[config.mk]
export PLATFORM = sky130hd
export DESIGN_NAME = radio_power_sequencer
export DESIGN_NICKNAME = d
export VERILOG_FILES = /design/src/design/sync2.v /design/src/design/cfg_bus_master.v /design/src/design/radio_power_sequencer.v
export VERILOG_INCLUDE_DIRS = /design/src /design/src/design
export SDC_FILE = /design/constraint.sdc
export NUM_CORES = 1
export LEC_CHECK = 0
export BUFFER_PORTS_ARGS = -buffer_cell sky130_fd_sc_hd__buf_2
export CAP_MARGIN = 20
export CORE_ASPECT_RATIO = 0.9
export CORE_MARGIN = 1
export CORE_UTILIZATION = 50
export DETAILED_ROUTE_END_ITERATION = 6
export HOLD_SLACK_MARGIN = 0.03
export PLACE_DENSITY = 0.7
export SETUP_SLACK_MARGIN = 0.02
export SLEW_MARGIN = 15
export SYNTH_ARGS = -nofsm -noshare
export SYNTH_HDL_FRONTEND = slang
export SYNTH_SLANG_ARGS = --single-unit
[constraint.sdc]
create_clock -name clk -period 2.93 [get_ports clk]
set_clock_uncertainty 0.05 [all_clocks]
set_input_delay 0.7325 -clock clk [delete_from_list [all_inputs] [get_ports clk]]
set_output_delay 0.7325 -clock clk [all_outputs]
set_load 0.02 [all_outputs]
[src/design/power_seq_regs.vh]
// Constants for the radio power sequencer: timing, states, targets.
// Assumes a 10 MHz system clock; included by bare name.
`ifndef POWER_SEQ_REGS_VH
`define POWER_SEQ_REGS_VH
// Settling delay after supply good, in microseconds
`define SETTLE_US        32'd1000
`define CLK_MHZ          32'd10
// Bus clock half period in system clocks
`define SCK_HALF         8'h04
// Reset vector addresses
`define VEC_LO_ADDR      16'hFFFE
`define VEC_HI_ADDR      16'hFFFF
// Last bit index of a frame, reference edge count, baseband config byte
`define LAST_BIT         4'h7
`define REF_SEEN_CNT     8'hFF
`define BBC_CFG_BYTE     8'hA5
// Target select indices
`define TGT_NUM          3'h4
`define TGT_BBC          3'h0
// Sequencer states
`define S_RESET          5'h00
`define S_SETTLE         5'h01
`define S_VEC_LO         5'h02
`define S_VEC_HI         5'h03
`define S_MAP            5'h04
`define S_CFG_XCVR       5'h05
`define S_REL_CONV       5'h06
`define S_CFG_BBC        5'h07
`define S_DSP_GO         5'h08
`define S_DIAG_RAM       5'h09
`define S_DIAG_FLASH     5'h0A
`define S_DIAG_DSP       5'h0B
`define S_ERROR          5'h0C
`define S_RUN            5'h0D
`define S_SAVE           5'h0E
`define S_OFF            5'h0F
`define S_WAIT_XFER      5'h10
// Error codes shown on the display
`define ERR_NONE         8'h00
`define ERR_RAM          8'h01
`define ERR_FLASH        8'h02
`define ERR_DSP_STATUS   8'h03
`define ERR_DSP_TEST     8'h04
`endif

[src/design/sync2.v]
// Two flip-flop synchroniser for asynchronous level inputs.
// Assumes the input may change at any time relative to clk.
`timescale 1ns/10ps
`default_nettype none
module sync2 #(
  parameter W = 1
) (
  input  wire         clk,
  input  wire         resetn,
  input  wire         ce,
  input  wire [W-1:0] d,
  output reg  [W-1:0] q
);
  reg [W-1:0] meta_q;

  // First stage feeds only the second stage
  always @(posedge clk or negedge resetn) begin
    if (!resetn) begin
      meta_q <= {W{1'b0}};
      q      <= {W{1'b0}};
    end else if (ce) begin
      meta_q <= d;
      q      <= meta_q;
    end
  end
endmodule
`default_nettype wire

[src/design/cfg_bus_master.v]
// Serial configuration bus master, mode 0, MSB first, 8-bit frames.
// Assumes one request at a time; start only while busy is low.
`include "power_seq_regs.vh"
`timescale 1ns/10ps
`default_nettype none
module cfg_bus_master #(
  parameter NT = 4,
  parameter TW = 3
) (
  input  wire          clk,
  input  wire          resetn,
  input  wire          ce,
  input  wire          start,
  input  wire [TW-1:0] target,
  input  wire [7:0]    tx_byte,
  input  wire          miso_s,
  output reg           busy,
  output reg  [7:0]    rx_byte,
  output reg           sck,
  output reg           mosi,
  output reg  [NT-1:0] sel_n
);
  reg [7:0] cnt_q;
  reg [3:0] bit_q;
  reg [7:0] sh_q;
  wire      tick = (cnt_q == `SCK_HALF - 8'h01);

  // Shift engine: data set on falling, sampled on rising clock edge
  always @(posedge clk or negedge resetn) begin
    if (!resetn) begin
      busy    <= 1'b0;
      rx_byte <= 8'h00;
      sck     <= 1'b0;
      mosi    <= 1'b0;
      sel_n   <= {NT{1'b1}};
      cnt_q   <= 8'h00;
      bit_q   <= 4'h0;
      sh_q    <= 8'h00;
    end else if (ce) begin
      if (!busy) begin
        // all deselected idle
        sel_n <= {NT{1'b1}};
        sck   <= 1'b0;
        if (start) begin
          busy  <= 1'b1;
          // select target low
          sel_n <= ~({{(NT-1){1'b0}}, 1'b1} << target);
          mosi  <= tx_byte[7];
          sh_q  <= tx_byte;
          bit_q <= 4'h0;
          cnt_q <= 8'h00;
        end
      end else begin
        cnt_q <= tick ? 8'h00 : cnt_q + 8'h01;
        if (tick) begin
          // master drives clock
          sck <= ~sck;
          if (!sck) begin
            // sample return data
            sh_q <= {sh_q[6:0], miso_s};
          end else if (bit_q == `LAST_BIT) begin
            busy    <= 1'b0;
            sel_n   <= {NT{1'b1}};
            rx_byte <= sh_q;
          end else begin
            bit_q <= bit_q + 4'h1;
            mosi  <= sh_q[7];
          end
        end
      end
    end
  end
endmodule
`default_nettype wire

[src/design/radio_power_sequencer.v]
// Radio power sequencer: reset release, boot order, diagnostics and
// orderly shutdown. Assumes asynchronous pins for detect, sense and
// handshakes; the flash/RAM/DSP checks report through status pins.
`include "power_seq_regs.vh"
`timescale 1ns/10ps
`default_nettype none
// Contract
// Controller solely masters configuration bus
// Select low addresses one target
// Only baseband converter returns data
// Main reference clock is rate basis; the code times everything on clk and only flags main_ref_seen
// Slow clock drives reset housekeeping; the code only outputs slow_tick and counts settling in clk cycles
// Reset released after supply good, settling
// Fetch reset vector FFFE then FFFF
// Configure transceivers before converter release
// Release converters then configure baseband
// Signal processor waits for configuration done
// Verify RAM, flash, processor self tests
// Failure shows error; else run idle
// Poll supply loss, start shutdown
// Hold supply enable during shutdown
// Save status before releasing enable
// Low voltage asserts system reset
// Selects high between transfers
module radio_power_sequencer #(
  parameter SETTLE_CYC = `SETTLE_US * `CLK_MHZ,
  parameter NT         = 4,
  parameter NX         = 3
) (
  input  wire        clk,
  input  wire        resetn,
  input  wire        ce,
  input  wire        main_ref_clock_in,
  input  wire        slow_ref_clock_in,
  input  wire        low_voltage_detect,
  input  wire        supply_loss_sense,
  input  wire        ram_ok,
  input  wire        flash_ok,
  input  wire        dsp_status_ok,
  input  wire        dsp_test_ok,
  input  wire        dsp_ready,
  input  wire        save_done,
  input  wire [7:0]  rom_data,
  input  wire        miso,
  output reg         sys_reset_n,
  output reg  [15:0] rom_addr,
  output reg  [15:0] start_addr,
  output reg         map_enable,
  output reg         converter_reset_n,
  output reg         bbc_config_done,
  output reg         dsp_query,
  output reg         save_req,
  output reg         supply_hold_enable,
  output reg  [7:0]  error_code,
  output reg         run_idle,
  output reg         main_ref_seen,
  output reg         slow_tick,
  output reg         sck,
  output reg         mosi,
  output reg  [NT-1:0] sel_n
);
  // Synchronised pins
  wire [10:0] raw = {main_ref_clock_in, slow_ref_clock_in,
                     low_voltage_detect, supply_loss_sense, ram_ok,
                     flash_ok, dsp_status_ok, dsp_test_ok, dsp_ready,
                     save_done, miso};
  wire [10:0] s;
  sync2 #(.W(11)) u_sync (
    .clk    (clk),
    .resetn (resetn),
    .ce     (ce),
    .d      (raw),
    .q      (s)
  );
  wire mref_s = s[10];
  wire sref_s = s[9];
  wire lvd_s  = s[8];
  wire loss_s = s[7];
  wire ram_s  = s[6];
  wire fl_s   = s[5];
  wire dst_s  = s[4];
  wire dte_s  = s[3];
  wire drdy_s = s[2];
  wire save_s = s[1];
  wire miso_s = s[0];

  // Rom data comes from logic on this clock and is read directly
  reg  [4:0]  st_q;
  reg  [4:0]  ret_q;
  reg  [31:0] set_q;
  reg  [2:0]  idx_q;
  reg  [7:0]  mref_cnt_q;
  reg         sref_q;
  reg         mref_q;
  reg         start_q;
  reg  [2:0]  tgt_q;
  reg  [7:0]  txb_q;
  wire        busy;
  wire [7:0]  rx_byte;
  wire        m_sck;
  wire        m_mosi;
  wire [NT-1:0] m_sel_n;
  reg         busy_d1_q;

  cfg_bus_master #(.NT(NT), .TW(3)) u_bus (
    .clk     (clk),
    .resetn  (resetn),
    .ce      (ce),
    .start   (start_q),
    .target  (tgt_q),
    .tx_byte (txb_q),
    .miso_s  (miso_s),
    .busy    (busy),
    .rx_byte (rx_byte),
    .sck     (m_sck),
    .mosi    (m_mosi),
    .sel_n   (m_sel_n)
  );

  // Bus pins registered at the top
  always @(posedge clk or negedge resetn) begin
    if (!resetn) begin
      sck   <= 1'b0;
      mosi  <= 1'b0;
      sel_n <= {NT{1'b1}};
    end else if (ce) begin
      // sole master outputs
      sck   <= m_sck;
      mosi  <= m_mosi;
      sel_n <= m_sel_n;
    end
  end

  // Reference clock activity and slow housekeeping tick
  always @(posedge clk or negedge resetn) begin
    if (!resetn) begin
      mref_q        <= 1'b0;
      sref_q        <= 1'b0;
      mref_cnt_q    <= 8'h00;
      main_ref_seen <= 1'b0;
      slow_tick     <= 1'b0;
    end else if (ce) begin
      mref_q <= mref_s;
      sref_q <= sref_s;
      // main reference present
      if (mref_s & ~mref_q)
        mref_cnt_q <= (mref_cnt_q == `REF_SEEN_CNT) ? mref_cnt_q
                                                    : mref_cnt_q + 8'h01;
      main_ref_seen <= (mref_cnt_q == `REF_SEEN_CNT);
      // slow clock edge tick
      slow_tick <= sref_s & ~sref_q;
    end
  end

  // Boot and shutdown sequencer
  always @(posedge clk or negedge resetn) begin
    if (!resetn) begin
      st_q               <= `S_RESET;
      ret_q              <= `S_RESET;
      set_q              <= 32'h00000000;
      idx_q              <= 3'h0;
      start_q            <= 1'b0;
      tgt_q              <= 3'h0;
      txb_q              <= 8'h00;
      busy_d1_q          <= 1'b0;
      sys_reset_n        <= 1'b0;
      rom_addr           <= 16'h0000;
      start_addr         <= 16'h0000;
      map_enable         <= 1'b0;
      converter_reset_n  <= 1'b0;
      bbc_config_done    <= 1'b0;
      dsp_query          <= 1'b0;
      save_req           <= 1'b0;
      supply_hold_enable <= 1'b0;
      error_code         <= `ERR_NONE;
      run_idle           <= 1'b0;
    end else if (ce) begin
      start_q   <= 1'b0;
      busy_d1_q <= busy | start_q;
      // low voltage forces reset
      if (!lvd_s && st_q != `S_RESET) begin
        st_q              <= `S_RESET;
        sys_reset_n       <= 1'b0;
        map_enable        <= 1'b0;
        converter_reset_n <= 1'b0;
        bbc_config_done   <= 1'b0;
        dsp_query         <= 1'b0;
        save_req          <= 1'b0;
        run_idle          <= 1'b0;
        supply_hold_enable <= 1'b0;
        // Stale fault code must not survive into the next boot
        error_code        <= `ERR_NONE;
      end else begin
        case (st_q)
          `S_RESET: begin
            set_q <= 32'h00000000;
            if (lvd_s)
              st_q <= `S_SETTLE;
          end
          // settle before release
          `S_SETTLE: begin
            if (set_q >= SETTLE_CYC - 1) begin
              sys_reset_n        <= 1'b1;
              // hold supply on
              supply_hold_enable <= 1'b1;
              rom_addr           <= `VEC_LO_ADDR;
              st_q               <= `S_VEC_LO;
            end else begin
              set_q <= set_q + 32'h00000001;
            end
          end
          // fetch reset vector
          `S_VEC_LO: begin
            start_addr[7:0] <= rom_data;
            rom_addr        <= `VEC_HI_ADDR;
            st_q            <= `S_VEC_HI;
          end
          `S_VEC_HI: begin
            start_addr[15:8] <= rom_data;
            st_q             <= `S_MAP;
          end
          `S_MAP: begin
            map_enable <= 1'b1;
            idx_q      <= 3'h0;
            st_q       <= `S_CFG_XCVR;
          end
          // transceivers configured first
          `S_CFG_XCVR: begin
            if (idx_q == NX[2:0]) begin
              st_q <= `S_REL_CONV;
            end else begin
              start_q <= 1'b1;
              tgt_q   <= idx_q + 3'h1;
              txb_q   <= {5'h00, idx_q};
              idx_q   <= idx_q + 3'h1;
              ret_q   <= `S_CFG_XCVR;
              st_q    <= `S_WAIT_XFER;
            end
          end
          // release then configure
          `S_REL_CONV: begin
            converter_reset_n <= 1'b1;
            start_q           <= 1'b1;
            tgt_q             <= `TGT_BBC;
            txb_q             <= `BBC_CFG_BYTE;
            ret_q             <= `S_CFG_BBC;
            st_q              <= `S_WAIT_XFER;
          end
          `S_CFG_BBC: begin
            // signal configuration done
            bbc_config_done <= 1'b1;
            st_q            <= `S_DSP_GO;
          end
          `S_DSP_GO: st_q <= `S_DIAG_RAM;
          // run diagnostics
          `S_DIAG_RAM: begin
            if (!ram_s) begin
              error_code <= `ERR_RAM;
              st_q       <= `S_ERROR;
            end else begin
              st_q <= `S_DIAG_FLASH;
            end
          end
          `S_DIAG_FLASH: begin
            if (!fl_s) begin
              error_code <= `ERR_FLASH;
              st_q       <= `S_ERROR;
            end else begin
              dsp_query <= 1'b1;
              st_q      <= `S_DIAG_DSP;
            end
          end
          `S_DIAG_DSP: begin
            if (drdy_s) begin
              dsp_query <= 1'b0;
              // error code or run
              if (!dst_s) begin
                error_code <= `ERR_DSP_STATUS;
                st_q       <= `S_ERROR;
              end else if (!dte_s) begin
                error_code <= `ERR_DSP_TEST;
                st_q       <= `S_ERROR;
              end else begin
                run_idle <= 1'b1;
                st_q     <= `S_RUN;
              end
            end
          end
          `S_ERROR, `S_RUN: begin
            // poll supply loss
            if (loss_s) begin
              run_idle <= 1'b0;
              save_req <= 1'b1;
              st_q     <= `S_SAVE;
            end
          end
          // save then release
          `S_SAVE: begin
            if (save_s) begin
              save_req           <= 1'b0;
              supply_hold_enable <= 1'b0;
              st_q               <= `S_OFF;
            end
          end
          `S_OFF: st_q <= `S_OFF;
          `S_WAIT_XFER: begin
            if (!busy && !busy_d1_q && !start_q)
              st_q <= ret_q;
          end
          default: st_q <= `S_RESET;
        endcase
      end
    end
  end
endmodule
`default_nettype wire

==> flow_summary.ini <==
[run_status]
status = finished, final reports clean

[finish]
final_cell_mix = dfrtp_1 (138), buf_2 (71), nand2_1 (64), mux2_2 (40), o21ai_0 (34)
layout.nets = 737
diodes = 0
layout.cells.most_common = dfrtp_1
drive_gt1_share_pct = 26.5
area_delta_synth_final_pct = 15.3

[clock_tree]
cts_root_buf = clkbuf_16
worst_skew_pair.late_latency_ns = 0.43
ctsResizeCount = 0
clk_pin_slew_ns = 0.06
post_cts_buffers = 0
cts_hold_buf = 0
cts_buffers = 17
numClockSinks = 146
cts_buffer_depth = 2
cts_tree = done
h-tree-depth = 4

[routing]
vias_per_cell = 5.93
route.vias.total = 5277
drtIter0Drc = 462
drc = 0
drt-pass1-iter-count = 6
wl_per_cell_um = 17.0
postRouteAntennaNets = 0
wl_mm = 15.1

[sta]
hold_viol_final = 0
setup_viol = 0
min_period_ns = 2.65
worst_slew_pin_slew_ns = 0.611
finalCritPeriodShare_pct = 90.3
rsz0062_at_grt = no
slew_headroom_pct = 59.2
max_freq_ghz = 0.378
finalSetupTns_ns = 0
slew_violations = 0

[critical_path]
critPathMaxFanout = 17
r2r_end = start_addr[0]
end_kind = register
ff2ff_path_depth = 5
r2r-start = st_q[2]
crit_arrival_ns = 2.90
cp_data_required_time_ns = 3.18
path_class = reg -> reg
r2r_setup_slack_ns = 0.28
cp-start-kind = register

[logic_synthesis]
async_reset_ff_share_pct = 100
synthDistinctLibCells = 66
synthCells = 642
ys_ff_latch = 146
syn_area_um2 = 6950
avgSynthCellArea_um2 = 10.8
synth_edf_count = 0
yosysTopAreaCell = dfrtp_1
synth_warnings = 0
seq_area_frac_synth_pct = 52.7
synthTopCellsByArea = dfrtp_1 (50%), mux2_2 (6.5%), nand2_1 (3.5%), dfstp_2 (3.0%), o21ai_0 (2.4%)
yosys_most_used_dff = dfrtp_1
synth_top_area_share_pct = 49.7

[floorplan]
die_h_um = 114
die_w_um = 126
fp-row-count = 40
dieArea_um2 = 14400
core-area_um2 = 13500
ios = 78
start_util_pct = 51.6

[grt]
grt_antenna_before_repair = 0
track_usage_pct = 23.0
grt_max_degree = 64
overflow = 0
grt_pass1_wl_mm = 25.8
grt_pass1_vias = 5111

[min_path]
hp-class = in -> async

[pwr]
vdd_drop_max_mv = 0.482
power.leakage_nw = 3.64
total_power_w = 0.00737
powerDensity_nw_per_um2 = 920

[placement]
io_buffers = 72
place.detailed.hpwl_mm = 10.4
place_congestion = 0.922

[job]
cap_viol_max_count = 0
-- metrics by stage --
step	utilization (%)	hold WS [ns]	instance area (um^2)	worst slack, ns	cells
detailed placement	55.3	0.398	7440	0.313	858
finish	59.5	0.243	8010	0.285	890
floorplan	-	0.373	6960	0.704	646
CTS	59.5	0.255	8010	0.312	890
global placement	55.3	0.383	7440	0.394	858
global route	59.5	0.276	8010	0.182	890
-- critical path, cell delays in order (launching register included) --
cell	delay [ns]
dfrtp_1	0.54
or3_4	0.49
o21ai_4	0.28
nand2_4	0.12
or3_1	0.64
mux2_4	0.39
-- registers in the layout, summed over array words and instances (netlist names), 5 cells and up --
name,cells
u_sync.meta_q,11
u_bus.sh_q,8
start_addr,16
st_q,5
set_q,32
u_sync.q,11
u_bus.cnt_q,8
mref_cnt_q,8
-- cell usage after synthesis, types with 6 or more instances --
cell type / instances
nor3_1: 12
a211oi_1: 9
nand3_1: 19
nor2_1: 22
buf_4: 19
o22ai_1: 7
clkbuf_1: 20
a22o_1: 10
xnor2_1: 6
mux2i_1: 11
nor2b_1: 6
ha_1: 6
nand4_1: 12
mux2_2: 40
dfstp_2: 8
and3_1: 8
and2_1: 19
nor4_1: 10
mux2_4: 8
nand2_1: 64
dfrtp_1: 138
o21a_1: 6
a21oi_1: 20
o31ai_1: 10
or3_1: 6
nand2b_1: 12
o21ai_0: 34
inv_1: 24
-- final cells by class --
class	instances	area (um^2)
Clock inverter	10	110
Inverter	24	90.1
Multi-Input combinational cell	428	2950
Fill cell	1120	5450
Tap cell	168	210
Sequential cell	146	3660
Clock buffer	22	464
Timing Repair Buffer	92	529
-- power breakdown --
part / switching [W] / total (W) / internal, W / leakage (nW)
Combinational: 0.00142 / 0.00234 / 0.000917 / 1.50
Clock: 0.000823 / 0.00211 / 0.00129 / 0.272
Sequential: 0.000420 / 0.00292 / 0.00250 / 1.87
-- routing by layer --
metal	vias up	global-route usage (%)	share of wire [%]	routed length, um
li1	2433	-	-	-
met1	2610	31.3	45	6770
met2	211	35.8	48	7210
met3	23	4.50	6.0	905
met4	0	10.4	1.7	265
met5	-	0	0	0
-- worst max-delay path by stage --
stage                         from             to  slack, ns  cells past startpoint
after floorplan                 ce  mref_cnt_q[1]       0.70                      5
after global placement     st_q[2]  start_addr[3]       0.39                      5
after detailed placement   st_q[2]  start_addr[3]       0.31                      5
after CTS                  st_q[2]  start_addr[0]       0.31                      5
after global routing      set_q[0]        st_q[1]       0.18                      6
final                      st_q[2]  start_addr[0]       0.28                      5
-- cells by family after synthesis --
logic type,Yosys count,synth area share (%)
mux,61,10.1
simple gates,212,16.1
other cells,1,0.0540
compound gates,134,13.6
xor+xnor,10,1.26
flops,146,52.7
buf+inv,72,5.10
fa+ha+maj,6,1.08
Power figures use the tool's default switching activity.
